===== config.mk =====
export PLATFORM = sky130hd
export DESIGN_NAME = dsmc_top
export DESIGN_NICKNAME = d
export VERILOG_FILES = /design/src/design/dsmc_pkg.sv /design/src/design/dsmc_top.sv
export VERILOG_INCLUDE_DIRS = /design/src /design/src/design
export SDC_FILE = /design/constraint.sdc
export NUM_CORES = 1
export LEC_CHECK = 0
export ABC_AREA = 1
export BUFFER_PORTS_ARGS = -buffer_cell sky130_fd_sc_hd__buf_2
export CORE_MARGIN = 3
export CORE_UTILIZATION = 54
export DETAILED_ROUTE_END_ITERATION = 12
export PLACE_DENSITY_LB_ADDON = 0.15
export SETUP_SLACK_MARGIN = 0.15
export SLEW_MARGIN = 20
export SYNTH_ARGS = -nofsm -noshare
export SYNTH_HDL_FRONTEND = slang
export SYNTH_SLANG_ARGS = --single-unit

===== constraint.sdc =====
create_clock -name aclk -period 1.9 [get_ports aclk]
set_clock_uncertainty 0.05 [all_clocks]
set_input_delay 0 -clock aclk [delete_from_list [all_inputs] [get_ports aclk]]
set_output_delay 0 -clock aclk [all_outputs]
set_load 0.05 [all_outputs]

===== src/design/dsmc_consts.svh =====
// Constants of the snoop and mode control block
`ifndef DSMC_CONSTS_SVH
`define DSMC_CONSTS_SVH
`define DSMC_CLK_MHZ 25
`define DSMC_HPD_TIME_US 2000
`define DSMC_HPD_CYCLES (`DSMC_HPD_TIME_US * `DSMC_CLK_MHZ)
`define DSMC_DDC_ADDR 8'hA8
`define DSMC_OFF_TMDS 8'h20
`define DSMC_OFF_SINK 8'h31
`define DSMC_OFF_TEST 8'h35
`define DSMC_OFF_STAT0 8'h40
`define DSMC_OFF_STAT1 8'h41
`define DSMC_OFF_STAT2 8'h42
`define DSMC_RATIO_BIT 1
`define DSMC_FRL_LSB 0
`define DSMC_FRL_MSB 3
`define DSMC_RATE_3L3G 4'h1
`define DSMC_RATE_3L6G 4'h2
`define DSMC_RATE_4L6G 4'h3
`define DSMC_RATE_MAX 4'h6
`define DSMC_LIN_21 2'h3
`define DSMC_ADDR_WR 32'h0000_0000
`define DSMC_ADDR_STAT 32'h0000_0004
`define DSMC_ADDR_SNP0 32'h0000_0008
`define DSMC_ADDR_SNP1 32'h0000_000C
`endif


===== src/design/dsmc_pkg.sv =====
// Types of the snoop and mode control block
package dsmc_pkg;
   typedef enum logic [1:0] {
      DSMC_LVL_L = 2'h0,
      DSMC_LVL_R = 2'h1,
      DSMC_LVL_F = 2'h2,
      DSMC_LVL_H = 2'h3
   } dsmc_level_type;
   typedef enum logic [2:0] {
      DSMC_HDMI14 = 3'h1,
      DSMC_HDMI20 = 3'h2,
      DSMC_HDMI21 = 3'h4
   } dsmc_link_type;
   typedef enum logic [4:0] {
      DSMC_S_IDLE = 5'h01,
      DSMC_S_ADDR = 5'h02,
      DSMC_S_OFFS = 5'h04,
      DSMC_S_DATA = 5'h08,
      DSMC_S_SKIP = 5'h10
   } dsmc_snoop_state_type;
   // Termination codes: 0 AC 50 to supply, 1 150, 2 75, 3 50 to supply, 4 100 l2l, 5 300 l2l
   typedef struct packed {
      logic dc_coupled;
      logic snoop_enable;
      logic output_fault_detect_enable;
      logic low_power;
      logic frl_mode;
      logic lane_d_is_clock;
      logic [2:0] link_mode;
      logic [3:0] frl_rate;
      logic [1:0] eq_level;
      logic [1:0] flat_gain;
      logic [1:0] swing_level;
      logic [2:0] output_termination;
      logic [2:0] lane3_termination;
   } dsmc_ctrl_type;
endpackage


===== src/design/dsmc_top.sv =====
// Strap decode, DDC snooper and link settings with an AXI4-Lite status port
//
// The implementer's own choices: the register offsets and the AXI4-Lite interface to the registers.
`timescale 1ns/1ps
`default_nettype none
`include "dsmc_consts.svh"
module dsmc_top #(
   parameter int HPD_CYCLES = `DSMC_HPD_CYCLES
) (
   input wire logic aclk,
   input wire logic aresetn,
   input wire logic [1:0] mode_strap,
   input wire logic [1:0] low_rate_eq_select,
   input wire logic [1:0] high_rate_eq_select,
   input wire logic [1:0] flat_gain_select,
   input wire logic [1:0] legacy_output_level_select,
   input wire logic [1:0] linearity_level_select,
   input wire logic hpd,
   input wire logic ddc_scl,
   input wire logic ddc_sda,
   input wire logic [31:0] s_axi_awaddr,
   input wire logic s_axi_awvalid,
   output logic s_axi_awready,
   input wire logic [31:0] s_axi_wdata,
   input wire logic [3:0] s_axi_wstrb,
   input wire logic s_axi_wvalid,
   output logic s_axi_wready,
   output logic [1:0] s_axi_bresp,
   output logic s_axi_bvalid,
   input wire logic s_axi_bready,
   input wire logic [31:0] s_axi_araddr,
   input wire logic s_axi_arvalid,
   output logic s_axi_arready,
   output logic [31:0] s_axi_rdata,
   output logic [1:0] s_axi_rresp,
   output logic s_axi_rvalid,
   input wire logic s_axi_rready,
   output dsmc_pkg::dsmc_ctrl_type ctrl
);
   // ----------------------------------------
   // Input synchronisers
   // ----------------------------------------
   // Strap and DDC pins are asynchronous, so all pass two flip-flops
   logic [14:0] sync1_reg;
   logic [14:0] sync2_reg;
   logic [14:0] pins_in;
   assign pins_in = {ddc_sda, ddc_scl, hpd, linearity_level_select, legacy_output_level_select,
                     flat_gain_select, high_rate_eq_select, low_rate_eq_select, mode_strap};
   always_ff @(posedge aclk) begin
      sync1_reg <= pins_in;
      sync2_reg <= sync1_reg;
   end
   wire [1:0] mode_s = sync2_reg[1:0];
   wire [1:0] eql_s = sync2_reg[3:2];
   wire [1:0] eqh_s = sync2_reg[5:4];
   wire [1:0] fg_s = sync2_reg[7:6];
   wire [1:0] sw_s = sync2_reg[9:8];
   wire [1:0] lin_s = sync2_reg[11:10];
   wire hpd_s = sync2_reg[12];
   wire scl_s = sync2_reg[13];
   wire sda_s = sync2_reg[14];

   // ----------------------------------------
   // Hot-plug debounce
   // ----------------------------------------
   // A bounce shorter than HPD_CYCLES restarts the count, so the power state never chatters
   logic [31:0] hpd_cnt_reg;
   logic low_power_reg;
   wire hpd_differs = (hpd_s == low_power_reg);
   wire hpd_expired = hpd_differs && (hpd_cnt_reg >= 32'(HPD_CYCLES - 1));
   always_ff @(posedge aclk) begin
      if (!aresetn) begin
         hpd_cnt_reg <= 32'h0000_0000;
         low_power_reg <= 1'b1;
      end else if (!hpd_differs || hpd_expired) begin
         hpd_cnt_reg <= 32'h0000_0000;
         if (hpd_expired) low_power_reg <= ~low_power_reg;
      end else begin
         hpd_cnt_reg <= hpd_cnt_reg + 32'h0000_0001;
      end
   end

   // ----------------------------------------
   // DDC snooper, sampled only, never driven
   // ----------------------------------------
   logic scl_d_reg;
   logic sda_d_reg;
   always_ff @(posedge aclk) begin
      scl_d_reg <= scl_s;
      sda_d_reg <= sda_s;
   end
   wire scl_rise = scl_s && !scl_d_reg;
   wire start_cond = scl_s && scl_d_reg && sda_d_reg && !sda_s;
   wire stop_cond = scl_s && scl_d_reg && !sda_d_reg && sda_s;
   wire snoop_on = (mode_s != 2'h0) && !low_power_reg;

   dsmc_pkg::dsmc_snoop_state_type state_reg;
   dsmc_pkg::dsmc_snoop_state_type state_next;
   logic [3:0] bit_cnt_reg;
   logic [7:0] shift_reg;
   logic [7:0] offset_reg;
   logic is_read_reg;
   logic [7:0] tmds_cfg_reg;
   logic [7:0] frl_cfg_reg;
   logic [7:0] test_cfg_reg;
   logic [23:0] status_reg;
   // The ninth clock is the acknowledge slot; it is skipped, not answered
   wire byte_done = scl_rise && (bit_cnt_reg == 4'h8);
   wire [7:0] rx_byte = shift_reg;
   // Bit 0 is the direction, so both the write and the read form of the address hit
   wire addr_hit = ({rx_byte[7:1], 1'b0} == `DSMC_DDC_ADDR);
   wire data_byte = (state_reg == dsmc_pkg::DSMC_S_DATA) && byte_done;

   always_comb begin
      state_next = state_reg;
      unique case (state_reg)
         dsmc_pkg::DSMC_S_IDLE: state_next = state_reg;
         dsmc_pkg::DSMC_S_ADDR: if (byte_done) begin
            if (!addr_hit) state_next = dsmc_pkg::DSMC_S_SKIP;
            else if (rx_byte[0]) state_next = dsmc_pkg::DSMC_S_DATA;
            else state_next = dsmc_pkg::DSMC_S_OFFS;
         end
         dsmc_pkg::DSMC_S_OFFS: if (byte_done) state_next = dsmc_pkg::DSMC_S_DATA;
         dsmc_pkg::DSMC_S_DATA: state_next = state_reg;
         dsmc_pkg::DSMC_S_SKIP: state_next = state_reg;
      endcase
      if (start_cond) state_next = dsmc_pkg::DSMC_S_ADDR;
      if (stop_cond || !snoop_on) state_next = dsmc_pkg::DSMC_S_IDLE;
   end

   always_ff @(posedge aclk) begin
      if (!aresetn) begin
         state_reg <= dsmc_pkg::DSMC_S_IDLE;
         bit_cnt_reg <= 4'h0;
         shift_reg <= 8'h00;
         is_read_reg <= 1'b0;
      end else begin
         state_reg <= state_next;
         if (start_cond || byte_done) bit_cnt_reg <= 4'h0;
         else if (scl_rise) bit_cnt_reg <= bit_cnt_reg + 4'h1;
         if (scl_rise && bit_cnt_reg < 4'h8) shift_reg <= {shift_reg[6:0], sda_s};
         if (state_reg == dsmc_pkg::DSMC_S_ADDR && byte_done) is_read_reg <= rx_byte[0];
      end
   end

   // Offset survives the stop so a later read-only transfer continues from it
   always_ff @(posedge aclk) begin
      if (!aresetn || low_power_reg) begin
         offset_reg <= 8'h00;
         tmds_cfg_reg <= 8'h00;
         frl_cfg_reg <= 8'h00;
         test_cfg_reg <= 8'h00;
         status_reg <= 24'h00_0000;
      end else if (state_reg == dsmc_pkg::DSMC_S_OFFS && byte_done) begin
         offset_reg <= rx_byte;
      end else if (data_byte) begin
         offset_reg <= offset_reg + 8'h01;
         unique case (offset_reg)
            `DSMC_OFF_TMDS: tmds_cfg_reg <= rx_byte;
            `DSMC_OFF_SINK: frl_cfg_reg <= rx_byte;
            `DSMC_OFF_TEST: test_cfg_reg <= rx_byte;
            `DSMC_OFF_STAT0: status_reg[7:0] <= rx_byte;
            `DSMC_OFF_STAT1: status_reg[15:8] <= rx_byte;
            `DSMC_OFF_STAT2: status_reg[23:16] <= rx_byte;
            default: offset_reg <= offset_reg + 8'h01;
         endcase
      end
   end

   // ----------------------------------------
   // Link mode and analog settings
   // ----------------------------------------
   // Strap L has no snooped state, so it sits at the fixed 2.1, 12 Gbps, four-lane default
   wire mode_ac = (mode_s == 2'h0);
   wire [3:0] rate = mode_ac ? `DSMC_RATE_MAX : frl_cfg_reg[`DSMC_FRL_MSB:`DSMC_FRL_LSB];
   wire frl = (rate != 4'h0);
   wire three_lane = frl && (rate <= `DSMC_RATE_3L6G) && !mode_ac;
   wire tmds20 = tmds_cfg_reg[`DSMC_RATIO_BIT];
   wire [2:0] link = frl ? 3'(dsmc_pkg::DSMC_HDMI21) :
                     tmds20 ? 3'(dsmc_pkg::DSMC_HDMI20) : 3'(dsmc_pkg::DSMC_HDMI14);
   // Rate code 3 is 6 Gbps on four lanes and so still takes the low-rate equaliser
   wire high_rate = frl && (rate > `DSMC_RATE_4L6G);
   wire [2:0] term14 = (mode_s == 2'h1) ? 3'h1 : (mode_s == 2'h2) ? 3'h2 : 3'h3;
   wire [2:0] term = mode_ac ? 3'h0 : (link == 3'(dsmc_pkg::DSMC_HDMI14)) ? term14 : 3'h4;
   wire [1:0] swing = (link == 3'(dsmc_pkg::DSMC_HDMI14)) ? sw_s :
                      (link == 3'(dsmc_pkg::DSMC_HDMI20)) ? lin_s : `DSMC_LIN_21;
   dsmc_pkg::dsmc_ctrl_type ctrl_next;
   always_comb begin
      ctrl_next.dc_coupled = !mode_ac;
      ctrl_next.snoop_enable = snoop_on;
      ctrl_next.output_fault_detect_enable = !mode_ac && (link != 3'(dsmc_pkg::DSMC_HDMI14));
      ctrl_next.low_power = low_power_reg;
      ctrl_next.frl_mode = frl;
      ctrl_next.lane_d_is_clock = !frl;
      ctrl_next.link_mode = link;
      ctrl_next.frl_rate = rate;
      ctrl_next.eq_level = high_rate ? eqh_s : eql_s;
      ctrl_next.flat_gain = fg_s;
      ctrl_next.swing_level = swing;
      ctrl_next.output_termination = term;
      ctrl_next.lane3_termination = three_lane ? 3'h5 : term;
   end
   always_ff @(posedge aclk) begin
      if (!aresetn) ctrl <= '0;
      else ctrl <= ctrl_next;
   end

   // ----------------------------------------
   // AXI4-Lite slave
   // ----------------------------------------
   // Scratch bit for software, stored and read back only; it steers nothing
   logic [31:0] wr_ctrl_reg;
   logic aw_got_reg;
   logic w_got_reg;
   logic [31:0] aw_addr_reg;
   assign s_axi_awready = !aw_got_reg && !s_axi_bvalid;
   assign s_axi_wready = !w_got_reg && !s_axi_bvalid;
   assign s_axi_arready = !s_axi_rvalid;
   wire aw_now = s_axi_awvalid && s_axi_awready;
   wire w_now = s_axi_wvalid && s_axi_wready;
   wire wr_go = (aw_got_reg || aw_now) && (w_got_reg || w_now);
   wire [31:0] wr_addr = aw_got_reg ? aw_addr_reg : s_axi_awaddr;
   wire [31:0] status_word = {16'h0000, ctrl.frl_rate, 1'b0, ctrl.link_mode,
                              state_reg, ctrl.low_power, ctrl.snoop_enable, ctrl.dc_coupled};
   wire rd_hit = (s_axi_araddr == `DSMC_ADDR_WR) || (s_axi_araddr == `DSMC_ADDR_STAT) ||
                 (s_axi_araddr == `DSMC_ADDR_SNP0) || (s_axi_araddr == `DSMC_ADDR_SNP1);
   wire [31:0] rd_word = (s_axi_araddr == `DSMC_ADDR_WR) ? wr_ctrl_reg :
                         (s_axi_araddr == `DSMC_ADDR_STAT) ? status_word :
                         (s_axi_araddr == `DSMC_ADDR_SNP0) ?
                            {8'h00, test_cfg_reg, frl_cfg_reg, tmds_cfg_reg} :
                         (s_axi_araddr == `DSMC_ADDR_SNP1) ? {8'h00, status_reg} : 32'h0000_0000;
   always_ff @(posedge aclk) begin
      if (!aresetn) begin
         aw_got_reg <= 1'b0;
         w_got_reg <= 1'b0;
         aw_addr_reg <= 32'h0000_0000;
         wr_ctrl_reg <= 32'h0000_0000;
         s_axi_bvalid <= 1'b0;
         s_axi_bresp <= 2'h0;
         s_axi_rvalid <= 1'b0;
         s_axi_rresp <= 2'h0;
         s_axi_rdata <= 32'h0000_0000;
      end else begin
         if (aw_now) aw_addr_reg <= s_axi_awaddr;
         aw_got_reg <= wr_go ? 1'b0 : (aw_got_reg || aw_now);
         w_got_reg <= wr_go ? 1'b0 : (w_got_reg || w_now);
         if (wr_go) begin
            s_axi_bvalid <= 1'b1;
            s_axi_bresp <= (wr_addr == `DSMC_ADDR_WR) ? 2'h0 : 2'h2;
            if (wr_addr == `DSMC_ADDR_WR && s_axi_wstrb[0]) wr_ctrl_reg <= {31'h0, s_axi_wdata[0]};
         end else if (s_axi_bready) begin
            s_axi_bvalid <= 1'b0;
         end
         if (s_axi_arvalid && s_axi_arready) begin
            s_axi_rvalid <= 1'b1;
            s_axi_rdata <= rd_word;
            s_axi_rresp <= rd_hit ? 2'h0 : 2'h2;
         end else if (s_axi_rready) begin
            s_axi_rvalid <= 1'b0;
         end
      end
   end
endmodule
`default_nettype wire


# [Yosys cells after proc, flatten, opt, wreduce, memory -nomap -nowiden]
# Cells that the tools add are included.
[op_classes] muxes=30 order_cmp=4 n_eq_ne=27 add_sub_neg=3 bitwise_logic=4 n_reduce_logical=70
[op_table] operator="two-way mux 24 bit" count=4
[op_table] operator="equality test 32 x 4 -> 1 bit, second input constant" count=2
[op_table] operator="zero test 32 bit" count=2
[op_table] operator="adder 32 x 1 -> 32 bit, second input constant" count=1
[op_table] operator="equality test 32 x 3 -> 1 bit, second input constant" count=1
[op_table] operator=">= comparator 32 x 16 -> 1 bit, second input constant" count=1
[op_table] operator="two-way mux 32 bit" count=1
[op_table] operator="equality test 8 x 6 -> 1 bit, second input constant" count=3
[op_table] operator="equality test 8 x 7 -> 1 bit, second input constant" count=3
[op_table] operator="AND reduction 3 bit" count=8
[op_table] operator="logical AND 1 bit" count=23
[op_table] operator="two-way mux 2 bit" count=8
[op_table] operator="two-way mux 8 bit" count=2
[op_table] operator="two-way mux 5 bit" count=3
[op_table] operator="zero test 1 bit" count=13
[op_table] operator="two-way mux 3 bit" count=4
[op_table] operator="case mux 5 bit (2 select lines)" count=1
[op_table] operator="OR reduction 2 bit" count=5
[op_table] operator="logical OR 1 bit" count=9
[op_table] operator="adder 8 x 1 -> 8 bit, second input constant" count=1
[op_table] operator="two-way mux 4 bit" count=2
[op_table] operator="nonzero test 2 bit" count=4
[op_table] operator="equality test 7 bit, second input constant" count=1
[op_table] operator="!= test 3 bit, second input constant" count=2
[op_table] operator="other kinds (24)" count=34
[totals] ff_bits=236 input_bits=122 word_cells=178 output_inout_bits=66

# [Logic depth before layout (Yosys ltp)]
# Gate-level depths: netlist (run 1).
[logic_depth] word_depth=8 depth_mapped=11 ltp_nobuf=11

# [Worst setup path after synthesis (run 1)]
# OpenSTA, ideal clock, no wires.
[synth_timing] path_kind="reg-to-reg" from="register s_axi_bvalid" to="register wr_ctrl_reg[0]" path_buffers=0 required_time_ps=1737 slack_ps=-454 arrival_ps=2191 period_less_slack_ps=2354 setup_ps=113 path_stages_with_launch=11 path_cell_list="dfxtp_1 nor2_1 nand2_1 nand2_1 nand2_1 inv_2 nand2_1 a21oi_1 nand3_1 nor2_1 nor2_1"
[synth_via] elab_chain_len=6 elab_cells_between_ends=9 classes_between="reduce/logical: 9"
[synth_rtl] element="from (decl)" line_no="dsmc_top.sv:29" source="output logic s_axi_bvalid,"
[synth_rtl] element="from (signal assigned)" line_no="dsmc_top.sv:238" source="s_axi_bvalid <= 1'b0;"
[synth_rtl] element="from (signal assigned)" line_no="dsmc_top.sv:248" source="s_axi_bvalid <= 1'b1;"
[synth_rtl] element="from (signal assigned)" line_no="dsmc_top.sv:252" source="s_axi_bvalid <= 1'b0;"
[synth_rtl] element="zero test 1 bit" line_no="dsmc_top.sv:216" source="assign s_axi_awready = !aw_got_reg && !s_axi_bvalid;"
[synth_rtl] element="logical AND 1 bit" line_no="dsmc_top.sv:216"
[synth_rtl] element="via s_axi_awready" line_no="dsmc_top.sv:23" source="output logic s_axi_awready,"
[synth_rtl] element="logical AND 1 bit" line_no="dsmc_top.sv:219" source="wire aw_now = s_axi_awvalid && s_axi_awready;"
[synth_rtl] element="logical OR 1 bit" line_no="dsmc_top.sv:221" source="wire wr_go = (aw_got_reg || aw_now) && (w_got_reg || w_now);"
[synth_rtl] element="logical AND 1 bit" line_no="dsmc_top.sv:221"
[synth_rtl] element="AND reduction 2 bit (no source line)"
[synth_rtl] element="to (signal assigned)" line_no="dsmc_top.sv:250" source="if (wr_addr == `DSMC_ADDR_WR && s_axi_wstrb[0]) wr_ctrl_reg <= {31'h0, s_axi_wdata[0]};"
[synth_rtl] element="to (decl)" line_no="dsmc_top.sv:212" source="logic [31:0] wr_ctrl_reg;"
# The timed path passes the listed nets, and every way through them passes these cells.
# A chain may end at the register's enable or synchronous reset.

# [Worst setup path after layout (run 1)]
[layout_timing] from="register hpd_cnt_reg[0]" to="register hpd_cnt_reg[14]"
[layout_via] elab_chain_len=4 elab_cells_between_ends=5 classes_between="add/sub: 1; order compare: 1; reduce/logical: 3"
[layout_rtl] element="from (decl)" line_no="dsmc_top.sv:67" source="logic [31:0] hpd_cnt_reg;"
[layout_rtl] element="from (signal assigned)" line_no="dsmc_top.sv:79" source="hpd_cnt_reg <= hpd_cnt_reg + 32'h0000_0001;"
[layout_rtl] element=">= comparator 32 x 16 -> 1 bit" line_no="dsmc_top.sv:70" source="wire hpd_expired = hpd_differs && (hpd_cnt_reg >= 32'(HPD_CYCLES - 1));"
[layout_rtl] element="logical AND 1 bit" line_no="dsmc_top.sv:70"
[layout_rtl] element="logical OR 1 bit" line_no="dsmc_top.sv:75" source="end else if (!hpd_differs || hpd_expired) begin"
[layout_rtl] element="OR reduction 2 bit (no source line)"
# Parallel ways exist; a longest one is shown, timed or not.

==> results of run 1 <==
## synth_stat cells, types with 3 or more instances
cell type	count
sky130_fd_sc_hd__a211oi_2	5
sky130_fd_sc_hd__a21oi_1	113
sky130_fd_sc_hd__a21oi_2	7
sky130_fd_sc_hd__a31oi_1	3
sky130_fd_sc_hd__buf_2	5
sky130_fd_sc_hd__buf_4	18
sky130_fd_sc_hd__clkbuf_1	24
sky130_fd_sc_hd__dfxtp_1	224
sky130_fd_sc_hd__ha_1	7
sky130_fd_sc_hd__inv_1	102
sky130_fd_sc_hd__inv_2	10
sky130_fd_sc_hd__nand2_1	163
sky130_fd_sc_hd__nand2_2	3
sky130_fd_sc_hd__nand3_1	84
sky130_fd_sc_hd__nand4_1	18
sky130_fd_sc_hd__nor2_1	131
sky130_fd_sc_hd__nor2_2	8
sky130_fd_sc_hd__nor2_4	3
sky130_fd_sc_hd__nor3_1	19
sky130_fd_sc_hd__nor3_2	3
sky130_fd_sc_hd__nor3b_1	3
sky130_fd_sc_hd__nor4_1	6
sky130_fd_sc_hd__o21ai_0	76
sky130_fd_sc_hd__o21ai_1	26
sky130_fd_sc_hd__xnor2_1	4
sky130_fd_sc_hd__xor2_1	5
## worst paths after layout
kind / start / endpoint / slack, ns / cells past startpoint
hold / removal: s_axi_araddr[0] / s_axi_rdata[19] / 0.04 / 8
hold reg to reg: sync1_reg[4] / sync2_reg[4] / 0.27 / 0
setup / recovery: hpd_cnt_reg[0] / hpd_cnt_reg[14] / 0.25 / 9
setup reg to reg: hpd_cnt_reg[0] / hpd_cnt_reg[14] / 0.25 / 9
## cells in the final DEF, fill, tap and decap left out, drive strengths merged, types with 3 or more instances in the layout
master         n
xor2           5
clkbuf        34
nand2        167
o21ai        102
a31oi          3
buf          173
nand4         19
nand3         87
bufinv         3
ha             7
nor3b          3
inv          112
xnor2          4
nor3          23
dlygate4sd3   57
nor2         144
a211oi         7
nor4           6
clkinv         7
conb          26
dfxtp        224
a21oi        120
## worst max-delay path, cell delays in order (launching register included)
cell and delay [ns]:
sky130_fd_sc_hd__dfxtp_1 0.33, sky130_fd_sc_hd__ha_2 0.22, sky130_fd_sc_hd__nand3_4 0.08, sky130_fd_sc_hd__nand2_1 0.07, sky130_fd_sc_hd__nand2_1 0.07, sky130_fd_sc_hd__a21oi_1 0.07
sky130_fd_sc_hd__o21bai_1 0.20, sky130_fd_sc_hd__nand3_1 0.16, sky130_fd_sc_hd__buf_6 0.17, sky130_fd_sc_hd__nor3b_1 0.16
## kinds of logic after synthesis
| family | after synthesis |
|---|---|
| xor gates and xnor gates | 9 |
| and+or+nand+nor | 453 |
| buffers and inverters | 164 |
| AOI/OAI and AO/OA | 240 |
| adders and majority gates | 7 |
| DFF | 224 |
| other | 1 |
## area by class of cell
class | instances | area, sq um | area share [%]
clock buffer | 33 | 683.2 | 6.049
timing repair buffer | 231 | 1553 | 13.75
clock inverter | 8 | 118.9 | 1.053
inverter | 115 | 441.7 | 3.911
tap | 211 | 264.0 | 2.338
multi-input combinational | 736 | 3736 | 33.08
sequential | 224 | 4497 | 39.82
## repair_timing
| item | in CTS | in global routing |
|---|---|---|
| setup endpoints to repair | 29 | 70 |
| cloned | 0 | 3 |
| endpoints found under the hold margin | 72 | 0 |
| buffers inserted | 3 | 6 |
| hold buffers | 57 | 0 |
| gates resized for setup | 3 | 34 |
| pin swaps | 1 | 7 |
## power by group through the flow
stage | Clock, W | Sequential, W | Combinational, W
final | 0.00467 | 0.00498 | 0.00100
after global routing | 0.00495 | 0.00500 | 0.00110
after CTS | 0.00473 | 0.00498 | 0.000977
after detailed placement | 0 | 0.00508 | 0.000874
after global placement | 0 | 0.00507 | 0.000864
after floorplan | 0 | 0.00518 | 0.000510
## layer usage
metal / wire length (microns) / share of wire [%]
met5: 0 / 0
met3: 1311 / 6.0
met4: 622 / 2.8
met2: 10870 / 49
met1: 9195 / 42
## stage by stage
stage | cells | instance area, sq um
floorplan | 1123 | 8830
global placement | 1448 | 9699
detailed placement | 1448 | 9699
CTS | 1549 | 11100
global route | 1558 | 11290
finish | 1558 | 11290
==> impl_metrics.prom, run 1 <==
# TYPE chip_impl_metric gauge
chip_impl_metric{name="floorplan.die.height",unit="microns"} 133.1
chip_impl_info{name="synth_top_area_cell",value="sky130_fd_sc_hd__dfxtp_1"} 1
chip_impl_metric{name="cts_sinks",unit=""} 224
chip_impl_metric{name="timing.final.crit_period",unit="ns"} 1.651
chip_impl_metric{name="fmaxAchievable",unit="GHz"} 0.6056
chip_impl_metric{name="grt.met1_usage",unit="%"} 29.07
chip_impl_metric{name="postLayoutSetupSlackWorst",unit="ns"} 0.2486
chip_impl_metric{name="initial_core_util",unit="%"} 56.30
chip_impl_metric{name="setup_total_negative_slack",unit="ns"} 0
chip_impl_metric{name="number_of_iterations_in_the_first_detailed_routing_pass",unit=""} 5
chip_impl_metric{name="floorplan.rows",unit=""} 45
chip_impl_metric{name="yosys.area_share.xor_xnor",unit="%"} 0.9043
chip_impl_metric{name="synthAdderAreaFrac",unit="%"} 1.005
chip_impl_metric{name="crit_fanout",unit=""} 8
chip_impl_metric{name="yosysWarnings",unit=""} 0
chip_impl_metric{name="post_dr_vias_cell",unit=""} 5.103
chip_impl_metric{name="async_flop_share",unit="%"} 0
chip_impl_metric{name="postLayoutCoreUtil",unit="%"} 72.94
chip_impl_metric{name="max-clock-path-buffers",unit=""} 3
chip_impl_metric{name="worstPathRequired",unit="ns"} 2.27
chip_impl_metric{name="portBuffers",unit=""} 143
chip_impl_metric{name="grt_max_degree",unit=""} 60
chip_impl_metric{name="insertedDiodeCount",unit=""} 0
chip_impl_info{name="ys_dominant_reg_cell",value="sky130_fd_sc_hd__dfxtp_1"} 1
chip_impl_info{name="criticalPathCategory",value="reg2reg"} 1
chip_impl_metric{name="post-dp-hpwl",unit="mm"} 13.92
chip_impl_metric{name="fp.dieW",unit="microns"} 133.1
chip_impl_info{name="outcome",value="complete, no violations"} 1
chip_impl_metric{name="clock_power_share",unit="%"} 43.9
chip_impl_metric{name="cts-htree-levels",unit=""} 1
chip_impl_info{name="root_buf_cell",value="sky130_fd_sc_hd__clkbuf_16"} 1
chip_impl_metric{name="switching_power",unit="W"} 0.002521
chip_impl_metric{name="drtAntennaViolNets",unit=""} 0
chip_impl_metric{name="synth_register_bits",unit=""} 224
chip_impl_metric{name="post_route_worst_hold_slack",unit="ns"} 0.03798
chip_impl_metric{name="layout.filler_cells",unit=""} 1189
chip_impl_metric{name="report.final.slew_viol_count",unit=""} 0
chip_impl_metric{name="route.detailed.drc",unit=""} 0
chip_impl_metric{name="path_clk_slew",unit="ns"} 0.06
chip_impl_metric{name="post_synth_inst_count",unit=""} 1098
chip_impl_metric{name="synth_largest_type_area_fraction",unit="%"} 51.44
chip_impl_metric{name="drive_gt1_share",unit="%"} 21.46
chip_impl_metric{name="power_report.internal_total",unit="W"} 0.008136
chip_impl_info{name="top_usage_layer_grt",value="met2"} 1
chip_impl_metric{name="static-leakage-power",unit="nW"} 4.835
chip_impl_metric{name="place_worst_setup_slack",unit="ns"} 0.05834
chip_impl_metric{name="nets",unit=""} 1460
chip_impl_metric{name="timing_hold_violations_final",unit=""} 0
chip_impl_metric{name="globalRoute.totalOverflow",unit=""} 0
chip_impl_metric{name="routed-via-count",unit=""} 7950
chip_impl_metric{name="grt_antenna_before_repair",unit=""} 0
chip_impl_info{name="critPathCaptureType",value="register"} 1
chip_impl_metric{name="global_route.usage.met3",unit="%"} 4.221
chip_impl_metric{name="first_global_vias",unit=""} 7531
chip_impl_metric{name="vdd_ir_drop_max",unit="mV"} 0.6972
chip_impl_metric{name="synth.distinct_cells",unit=""} 45
chip_impl_metric{name="synth-compound-area-share",unit="%"} 14.81
chip_impl_metric{name="mappedNetlistArea",unit="sq mm"} 0.008717
chip_impl_info{name="hp-class",value="in2reg"} 1
chip_impl_metric{name="layout-area-overhead-vs-synth",unit="%"} 29.55
chip_impl_metric{name="io_pins",unit=""} 188
chip_impl_metric{name="timing.max_cap.violations",unit=""} 0
chip_impl_metric{name="drtIter0Drc",unit=""} 419
chip_impl_metric{name="period_share",unit="%"} 86.91
chip_impl_info{name="rsz_0062_raised_after_global_routing",value="yes"} 1
chip_impl_info{name="yosys-top-cells-area",value="sky130_fd_sc_hd__dfxtp_1 (51%), sky130_fd_sc_hd__nand2_1 (7.0%), sky130_fd_sc_hd__a21oi_1 (6.5%), sky130_fd_sc_hd__nor2_1 (5.6%), sky130_fd_sc_hd__nand3_1 (4.8%)"} 1
chip_impl_info{name="combinational_family_with_the_most_area_after_synthesis",value="simple AND/OR/NAND/NOR gates"} 1
chip_impl_metric{name="dieArea",unit="sq mm"} 0.01770
chip_impl_metric{name="total_power",unit="W"} 0.01066
chip_impl_metric{name="power_density",unit="mW/mm^2"} 943.6
chip_impl_metric{name="cts_made_buffers",unit=""} 23
chip_impl_metric{name="syn_avg_cell_area",unit="sq um"} 7.939
chip_impl_metric{name="setup_viol_count_final",unit=""} 0
chip_impl_metric{name="clk-insertion-delay-late",unit="ns"} 0.50
chip_impl_metric{name="fraction_of_power_consumed_by_sequential_logic",unit="%"} 46.7
chip_impl_metric{name="wl",unit="mm"} 22.00
chip_impl_metric{name="synth.yosys.seq_area_share",unit="%"} 51.44
chip_impl_metric{name="place.gp.congestion",unit=""} 0.9096
chip_impl_metric{name="avgRoutedWirePerCell",unit="microns"} 14.12
chip_impl_metric{name="synth_simple_gate_area_share",unit="%"} 23.68
chip_impl_metric{name="gr-usage-met2",unit="%"} 42.41
chip_impl_metric{name="power_frac_comb",unit="%"} 9.4
chip_impl_info{name="cts_tree",value="yes"} 1
chip_impl_metric{name="coreArea",unit="sq mm"} 0.01548
chip_impl_metric{name="number_of_flops_mapped_to_enable_cells_by_yosys",unit=""} 0
chip_impl_metric{name="cp_data_arrival_time",unit="ns"} 2.02
chip_impl_metric{name="synth_mux_area_share",unit="%"} 0
chip_impl_metric{name="track_usage",unit="%"} 23.73
chip_impl_metric{name="switching_share",unit="%"} 23.65
chip_impl_info{name="timing.critical_path.from_type",value="register"} 1
chip_impl_metric{name="grt_first_pass_wirelength",unit="mm"} 35.36
No activity file was read; power rests on OpenSTA's default activity.
==> run 2: changes to the inputs <==
- REMOVE_ABC_BUFFERS: unset -> 1
==> run 2 against run 1 <==
  * Global-route usage fell by 0.80 points
  * Cell count barely moved
  * Wire length fell by 2.2%
  * Critical path type unchanged
  * Count of clock-buffer cells in the layout fell by 1
  * Total power fell by 2.1%
==> impl_metrics.prom, run 2 (synthesized netlist as in run 1, its figures left out) <==
# TYPE chip_impl_metric gauge
chip_impl_info{name="outcome",value="complete, no violations"} 1
chip_impl_metric{name="number_of_iterations_in_the_first_detailed_routing_pass",unit=""} 5
chip_impl_metric{name="timing.final.crit_period",unit="ns"} 1.667
chip_impl_metric{name="cts-htree-levels",unit=""} 1
chip_impl_metric{name="fmaxAchievable",unit="GHz"} 0.5997
chip_impl_metric{name="first_global_vias",unit=""} 7401
chip_impl_metric{name="report.final.slew_viol_count",unit=""} 0
chip_impl_metric{name="power_density",unit="mW/mm^2"} 929.4
chip_impl_info{name="cts_tree",value="yes"} 1
chip_impl_metric{name="worstPathRequired",unit="ns"} 2.28
chip_impl_metric{name="place_inst",unit=""} 1448
chip_impl_metric{name="clk-insertion-delay-late",unit="ns"} 0.49
chip_impl_metric{name="nets",unit=""} 1460
chip_impl_metric{name="dieArea",unit="sq mm"} 0.01770
chip_impl_metric{name="floorplan.rows",unit=""} 45
chip_impl_metric{name="globalRoute.totalOverflow",unit=""} 0
chip_impl_metric{name="period_share",unit="%"} 87.76
chip_impl_metric{name="drtIter0Drc",unit=""} 506
chip_impl_info{name="criticalPathCategory",value="reg2reg"} 1
chip_impl_info{name="root_buf_cell",value="sky130_fd_sc_hd__clkbuf_16"} 1
chip_impl_info{name="critPathCaptureType",value="register"} 1
chip_impl_metric{name="gr-usage-met2",unit="%"} 40.15
chip_impl_metric{name="drive_gt1_share",unit="%"} 21.03
chip_impl_metric{name="routed-via-count",unit=""} 7969
chip_impl_metric{name="global_route.usage.met3",unit="%"} 4.068
chip_impl_metric{name="grt_max_degree",unit=""} 60
chip_impl_metric{name="cts_sinks",unit=""} 224
chip_impl_metric{name="io_pins",unit=""} 188
chip_impl_metric{name="post_route_worst_hold_slack",unit="ns"} 0.03048
chip_impl_info{name="rsz_0062_raised_after_global_routing",value="no"} 1
chip_impl_metric{name="insertedDiodeCount",unit=""} 0
chip_impl_info{name="mostFrequentLayoutCell",value="sky130_fd_sc_hd__dfxtp_1"} 1
chip_impl_metric{name="grt.met1_usage",unit="%"} 29.36
chip_impl_metric{name="drtAntennaViolNets",unit=""} 0
chip_impl_metric{name="track_usage",unit="%"} 22.93
chip_impl_metric{name="coreArea",unit="sq mm"} 0.01548
chip_impl_metric{name="cts_made_buffers",unit=""} 23
chip_impl_metric{name="setup_viol_count_final",unit=""} 0
chip_impl_metric{name="fin_area",unit="sq mm"} 0.01123
chip_impl_metric{name="max-clock-path-buffers",unit=""} 3
chip_impl_metric{name="post-dp-hpwl",unit="mm"} 13.45
chip_impl_info{name="timing.critical_path.from_type",value="register"} 1
chip_impl_metric{name="place.gp.congestion",unit=""} 0.8963
chip_impl_metric{name="post_dr_vias_cell",unit=""} 5.118
chip_impl_metric{name="cp_data_arrival_time",unit="ns"} 2.04
chip_impl_metric{name="avgRoutedWirePerCell",unit="microns"} 13.83
chip_impl_metric{name="initial_core_util",unit="%"} 56.30
chip_impl_metric{name="finalNonFillerCells",unit=""} 1557
chip_impl_metric{name="static-leakage-power",unit="nW"} 4.785
chip_impl_metric{name="grt_antenna_before_repair",unit=""} 0
chip_impl_metric{name="crit_fanout",unit=""} 16
chip_impl_metric{name="portBuffers",unit=""} 143
chip_impl_metric{name="path_clk_slew",unit="ns"} 0.06
chip_impl_info{name="mostFrequentLayoutCells",value="sky130_fd_sc_hd__dfxtp_1 (218), sky130_fd_sc_hd__nand2_1 (161), sky130_fd_sc_hd__buf_2 (144)"} 1
chip_impl_metric{name="vdd_ir_drop_max",unit="mV"} 0.8292
chip_impl_metric{name="floorplan.die.height",unit="microns"} 133.1
chip_impl_metric{name="fp.dieW",unit="microns"} 133.1
chip_impl_info{name="top_usage_layer_grt",value="met2"} 1
chip_impl_metric{name="wl",unit="mm"} 21.53
chip_impl_metric{name="route.detailed.drc",unit=""} 0
chip_impl_metric{name="layout-area-overhead-vs-synth",unit="%"} 28.78
chip_impl_metric{name="timing.max_cap.violations",unit=""} 0
chip_impl_metric{name="worst-r2r-setup-slack",unit="ns"} 0.23
chip_impl_metric{name="timing_hold_violations_final",unit=""} 0
chip_impl_info{name="hp-class",value="in2reg"} 1
chip_impl_metric{name="postLayoutCoreUtil",unit="%"} 72.50
chip_impl_metric{name="placed_cell_area",unit="sq mm"} 0.009681
chip_impl_metric{name="grt_first_pass_wirelength",unit="mm"} 34.41
## run 2: power breakdown
group	internal [W]	switching (W)	leakage, nW
logic	0.000333	0.000667	2.58
registers	0.00490	0.0000815	1.84
clock network	0.00269	0.00177	0.365
total	0.00792	0.00252	4.79
## run 2: worst max-delay path, cell delays in order, from the launching register on
cell,delay [ns]
sky130_fd_sc_hd__dfxtp_1,0.37
sky130_fd_sc_hd__nor2_4,0.15
sky130_fd_sc_hd__nand4_4,0.21
sky130_fd_sc_hd__nor2_4,0.24
sky130_fd_sc_hd__nand4_1,0.16
sky130_fd_sc_hd__inv_4,0.18
sky130_fd_sc_hd__o21ai_0,0.10
sky130_fd_sc_hd__a21oi_1,0.13
## run 2: path summary, 6_finish.rpt
path | cells past startpoint | endpoint | startpoint
setup / recovery | 7 | tmds_cfg_reg[4] | state_reg[1]
setup reg to reg | 7 | tmds_cfg_reg[4] | state_reg[1]
hold reg to reg | 0 | sync2_reg[8] | sync1_reg[8]
hold / removal | 8 | s_axi_rdata[19] | s_axi_araddr[0]
## run 2: final cells by class
| cell class | count | area, sq um |
|---|---|---|
| multi-input combinational | 736 | 3730 |
| fill | 1194 | 4258 |
| inverter | 115 | 449.2 |
| clock inverter | 8 | 97.59 |
| timing repair buffer | 231 | 1534 |
| sequential | 224 | 4492 |
| clock buffer | 32 | 659.4 |
| tap | 211 | 264.0 |
## run 2: metal layers
layer	share of wire, %	vias to the layer above
li1	-	4054
met1	43	3645
met2	49	238
met3	6.2	32
met4	2.0	0
met5	0	-
## run 2: repair_timing
action                                 in CTS  in global routing
setup endpoints to repair                  36                 75
hold buffers                               56                  0
gates cloned                                0                  2
setup buffers                               2                  9
gates resized for setup                     3                 37
endpoints found under the hold margin      60                  0
pin swaps                                   1                  9
## run 2: per-stage QoR
step,setup slack (ns),total power (W),setup TNS (ns)
after floorplan,-1.265,0.005636,-49.63
after CTS,0.1997,0.01047,0
after global placement,0.1218,0.005926,0
after detailed placement,0.06242,0.005945,0
final,0.2325,0.01043,0
after global routing,0.1019,0.01081,0
==> run 3: changes to the inputs <==
- ABC_AREA: 1 -> 0
- CORE_MARGIN: 3 -> 4
- SETUP_SLACK_MARGIN: 0.15 -> 0.3
==> run 3 against run 2 <==
  * Sequential power decreased by 1%
  * Count of clock-buffer cells in the layout increased by 4
  * Total power increased by 0.92%
  * Synthesized area decreased by 1.2%
  * Global-route usage increased by 1.4 points
  * Largest power group unchanged
  * Critical endpoint is now low_power_reg
  * Non-clock buffer count increased by 53
==> impl_metrics.prom, run 3 <==
# TYPE chip_impl_metric gauge
chip_impl_info{name="outcome",value="complete, no violations"} 1
chip_impl_metric{name="setup_total_negative_slack",unit="ns"} 0
chip_impl_metric{name="switching_share",unit="%"} 22.90
chip_impl_info{name="path_cells",value="or4_4, a211o_1, a41oi_2, mux2_2"} 1
chip_impl_metric{name="synth_register_bits",unit=""} 224
chip_impl_info{name="timing.critical_path.max_delay_family",value="simple AND/OR/NAND/NOR gates"} 1
chip_impl_info{name="criticalPathCategory",value="reg2reg"} 1
chip_impl_metric{name="max_slew.worst_pin.slew",unit="ns"} 0.6772
chip_impl_metric{name="path_depth",unit=""} 4
chip_impl_metric{name="syn_avg_cell_area",unit="sq um"} 9.734
chip_impl_metric{name="cts_sinks",unit=""} 224
chip_impl_metric{name="grt_max_degree",unit=""} 71
chip_impl_info{name="timing.rr.end",value="low_power_reg"} 1
chip_impl_metric{name="synth.yosys.seq_area_share",unit="%"} 52.06
chip_impl_metric{name="post_synth_inst_count",unit=""} 885
chip_impl_metric{name="place_inst",unit=""} 1262
chip_impl_metric{name="synth.distinct_cells",unit=""} 69
chip_impl_metric{name="report.final.slew_viol_count",unit=""} 0
chip_impl_metric{name="setup_viol_count_final",unit=""} 0
chip_impl_metric{name="dieArea",unit="sq mm"} 0.01804
chip_impl_metric{name="timing_hold_violations_final",unit=""} 0
chip_impl_metric{name="fraction_of_power_consumed_by_sequential_logic",unit="%"} 46.8
chip_impl_metric{name="vdd_ir_drop_max",unit="mV"} 0.8184
chip_impl_metric{name="route.detailed.drc",unit=""} 0
chip_impl_metric{name="synth_simple_gate_area_share",unit="%"} 20.62
chip_impl_metric{name="number_of_iterations_in_the_first_detailed_routing_pass",unit=""} 4
chip_impl_metric{name="grt_antenna_before_repair",unit=""} 0
chip_impl_metric{name="fp.dieW",unit="microns"} 134.3
chip_impl_metric{name="drive_gt1_share",unit="%"} 30.78
chip_impl_metric{name="cts-htree-levels",unit=""} 1
chip_impl_metric{name="timing.max_cap.violations",unit=""} 0
chip_impl_metric{name="yosys.area_share.xor_xnor",unit="%"} 1.932
chip_impl_info{name="crit_start",value="hpd_cnt_reg[13]"} 1
chip_impl_metric{name="layout.filler_cells",unit=""} 1042
chip_impl_metric{name="static-leakage-power",unit="nW"} 4.977
chip_impl_metric{name="postLayoutSetupSlackWorst",unit="ns"} 0.04758
chip_impl_info{name="cts_tree",value="yes"} 1
chip_impl_metric{name="switching_power",unit="W"} 0.002411
chip_impl_metric{name="fmaxAchievable",unit="GHz"} 0.5398
chip_impl_info{name="most_frequent_cell_after_synthesis",value="sky130_fd_sc_hd__dfxtp_1"} 1
chip_impl_metric{name="avgRoutedWirePerCell",unit="microns"} 17.25
chip_impl_metric{name="multi_input_comb_area",unit="sq mm"} 0.004315
chip_impl_metric{name="io_pins",unit=""} 188
chip_impl_metric{name="number_of_flops_mapped_to_enable_cells_by_yosys",unit=""} 0
chip_impl_metric{name="post_dr_vias_cell",unit=""} 5.412
chip_impl_metric{name="routed-via-count",unit=""} 7490
chip_impl_info{name="critPathCaptureType",value="register"} 1
chip_impl_metric{name="globalRoute.totalOverflow",unit=""} 0
chip_impl_metric{name="power_density",unit="mW/mm^2"} 873.0
chip_impl_metric{name="worst-r2r-setup-slack",unit="ns"} 0.05
chip_impl_metric{name="track_usage",unit="%"} 24.28
chip_impl_metric{name="synth_largest_type_area_fraction",unit="%"} 52.06
chip_impl_metric{name="post-dp-hpwl",unit="mm"} 13.76
chip_impl_metric{name="crit_buf_inv",unit=""} 0
chip_impl_metric{name="yosysWarnings",unit=""} 0
chip_impl_metric{name="portBuffers",unit=""} 143
chip_impl_metric{name="period_share",unit="%"} 97.50
chip_impl_info{name="yosys-top-cells-area",value="sky130_fd_sc_hd__dfxtp_1 (52%), sky130_fd_sc_hd__mux2i_1 (8.1%), sky130_fd_sc_hd__nand2_1 (4.7%), sky130_fd_sc_hd__nor2_1 (4.0%), sky130_fd_sc_hd__a21boi_0 (3.2%)"} 1
chip_impl_metric{name="synth_mux_area_share",unit="%"} 8.526
chip_impl_metric{name="drtIter0Drc",unit=""} 420
chip_impl_info{name="worst_setup_path_endpoint",value="low_power_reg"} 1
chip_impl_metric{name="layout-area-overhead-vs-synth",unit="%"} 40.00
chip_impl_metric{name="cp_data_arrival_time",unit="ns"} 2.19
chip_impl_metric{name="crit_fanout",unit=""} 2
chip_impl_metric{name="postLayoutCoreUtil",unit="%"} 78.18
chip_impl_info{name="root_buf_cell",value="sky130_fd_sc_hd__clkbuf_16"} 1
chip_impl_metric{name="place_worst_setup_slack",unit="ns"} -0.01252
chip_impl_info{name="mostFrequentLayoutCells",value="sky130_fd_sc_hd__dfxtp_1 (211), sky130_fd_sc_hd__buf_2 (143), sky130_fd_sc_hd__nand2_1 (109)"} 1
chip_impl_metric{name="reg2regPathDepth",unit=""} 4
chip_impl_metric{name="total_power",unit="W"} 0.01053
chip_impl_metric{name="wl",unit="mm"} 23.87
chip_impl_metric{name="async_flop_share",unit="%"} 0
chip_impl_metric{name="critical-path-max-stage-delay",unit="ns"} 0.52
chip_impl_metric{name="synthAdderAreaFrac",unit="%"} 1.017
chip_impl_metric{name="nets",unit=""} 1285
chip_impl_metric{name="drtAntennaViolNets",unit=""} 0
chip_impl_metric{name="mappedNetlistArea",unit="sq mm"} 0.008615
chip_impl_metric{name="place.gp.congestion",unit=""} 0.8899
chip_impl_metric{name="synth-compound-area-share",unit="%"} 11.66
chip_impl_metric{name="power_report.internal_total",unit="W"} 0.008118
chip_impl_info{name="mostFrequentLayoutCell",value="sky130_fd_sc_hd__dfxtp_1"} 1
chip_impl_info{name="rsz_0062_raised_after_global_routing",value="yes"} 1
chip_impl_info{name="ys_dominant_reg_cell",value="sky130_fd_sc_hd__dfxtp_1"} 1
chip_impl_metric{name="insertedDiodeCount",unit=""} 0
chip_impl_metric{name="finalNonFillerCells",unit=""} 1384
chip_impl_metric{name="worstPathRequired",unit="ns"} 2.24
chip_impl_metric{name="grt_first_pass_wirelength",unit="mm"} 36.30
chip_impl_info{name="timing.critical_path.from_type",value="register"} 1
chip_impl_info{name="hp-class",value="in2reg"} 1
chip_impl_metric{name="clock_power_share",unit="%"} 44.6
chip_impl_metric{name="floorplan.rows",unit=""} 45
chip_impl_metric{name="clk-insertion-delay-late",unit="ns"} 0.50
chip_impl_metric{name="max-clock-path-buffers",unit=""} 3
chip_impl_metric{name="layout.area.seq",unit="sq mm"} 0.004511
chip_impl_metric{name="cts_made_buffers",unit=""} 23
chip_impl_metric{name="path_clk_slew",unit="ns"} 0.06
chip_impl_info{name="reg2reg_from",value="hpd_cnt_reg[13]"} 1
chip_impl_metric{name="worst_case_headroom_to_the_max_slew_limit",unit="%"} 54.79
chip_impl_metric{name="floorplan.die.height",unit="microns"} 134.3
chip_impl_metric{name="initial_core_util",unit="%"} 55.84
chip_impl_metric{name="timing.final.crit_period",unit="ns"} 1.852
chip_impl_metric{name="first_global_vias",unit=""} 7322
chip_impl_info{name="cp_slowest_cell",value="sky130_fd_sc_hd__or4_4"} 1
chip_impl_info{name="synth_top_area_cell",value="sky130_fd_sc_hd__dfxtp_1"} 1
chip_impl_info{name="combinational_family_with_the_most_area_after_synthesis",value="simple AND/OR/NAND/NOR gates"} 1
chip_impl_metric{name="coreArea",unit="sq mm"} 0.01543
chip_impl_metric{name="power_frac_comb",unit="%"} 8.6
chip_impl_info{name="yosys-top-cells-count",value="sky130_fd_sc_hd__dfxtp_1 (224), sky130_fd_sc_hd__nand2_1 (109), sky130_fd_sc_hd__nor2_1 (91), sky130_fd_sc_hd__mux2i_1 (70), sky130_fd_sc_hd__clkbuf_1 (45)"} 1
==> run 3: how the worst min path moves through the flow <==
stage / startpoint / end / slack, ns / depth (start not counted)
5_1_grt: linearity_level_select[1] / sync1_reg[11] / 0.09 / 2
3_5_place_dp: legacy_output_level_select[1] / sync1_reg[9] / 0.05 / 1
4_1_cts: legacy_output_level_select[1] / sync1_reg[9] / 0.07 / 2
6_report: linearity_level_select[1] / sync1_reg[11] / 0.08 / 2
3_3_place_gp: ddc_scl / sync1_reg[13] / 0.05 / 1
2_1_floorplan: mode_strap[0] / sync1_reg[0] / -0.02 / 0
==> run 3: cells by family after synthesis <==
kind of cell / after synthesis
AO/OA/AOI/OAI: 143
XOR/XNOR: 19
adder cells (fa/ha/maj): 7
buffers and inverters: 77
flip-flops: 224
multiplexers: 72
other: 1
AND/OR/NAND/NOR: 342
==> run 3: cell type report <==
class | instances | area share, %
clock inverter | 6 | 0.9026
timing repair buffer | 284 | 17.53
clock buffer | 36 | 5.758
tap | 211 | 2.189
multi-input combinational | 609 | 35.78
inverter | 14 | 0.4357
sequential | 224 | 37.40
==> run 3: layer usage <==
metal / share of wire [%] / GRT usage [%]
met5: 0 / 0
met4: 4.0 / 9.672
met3: 5.8 / 4.914
met2: 49 / 41.01
met1: 42 / 30.55
==> run 3: repair_timing <==
item,in CTS,in global routing
hold buffers,58,0
setup endpoints to repair,101,126
gates cloned,0,2
pin swaps,29,32
endpoints found under the hold margin,63,0
buffers inserted,12,8
resized for setup,72,59
==> run 3: metrics by stage <==
stage	area (sq um)	hold slack, ns
2_1_floorplan	8404	-0.02228
4_1_cts	11710	0.06576
5_1_grt	12060	0.09021
6_report	12060	0.07586
3_5_place_dp	9935	0.05358
3_3_place_gp	9935	0.05174
==> run 3: worst register-to-register path: stages, from the launching register on <==
cell and delay [ns]:
sky130_fd_sc_hd__dfxtp_1 0.31, sky130_fd_sc_hd__or4_4 0.52, sky130_fd_sc_hd__a211o_1 0.29, sky130_fd_sc_hd__a41oi_2 0.21, sky130_fd_sc_hd__mux2_2 0.36
==> run 3: power by group through the flow <==
stage / Sequential, W / Clock (W) / Combinational [W]
after floorplan: 0.00512 / 0 / 0.000338
after global placement: 0.00502 / 0 / 0.000745
after detailed placement: 0.00502 / 0 / 0.000755
after CTS: 0.00492 / 0.00475 / 0.000862
after global routing: 0.00494 / 0.00494 / 0.000974
final: 0.00493 / 0.00469 / 0.000905
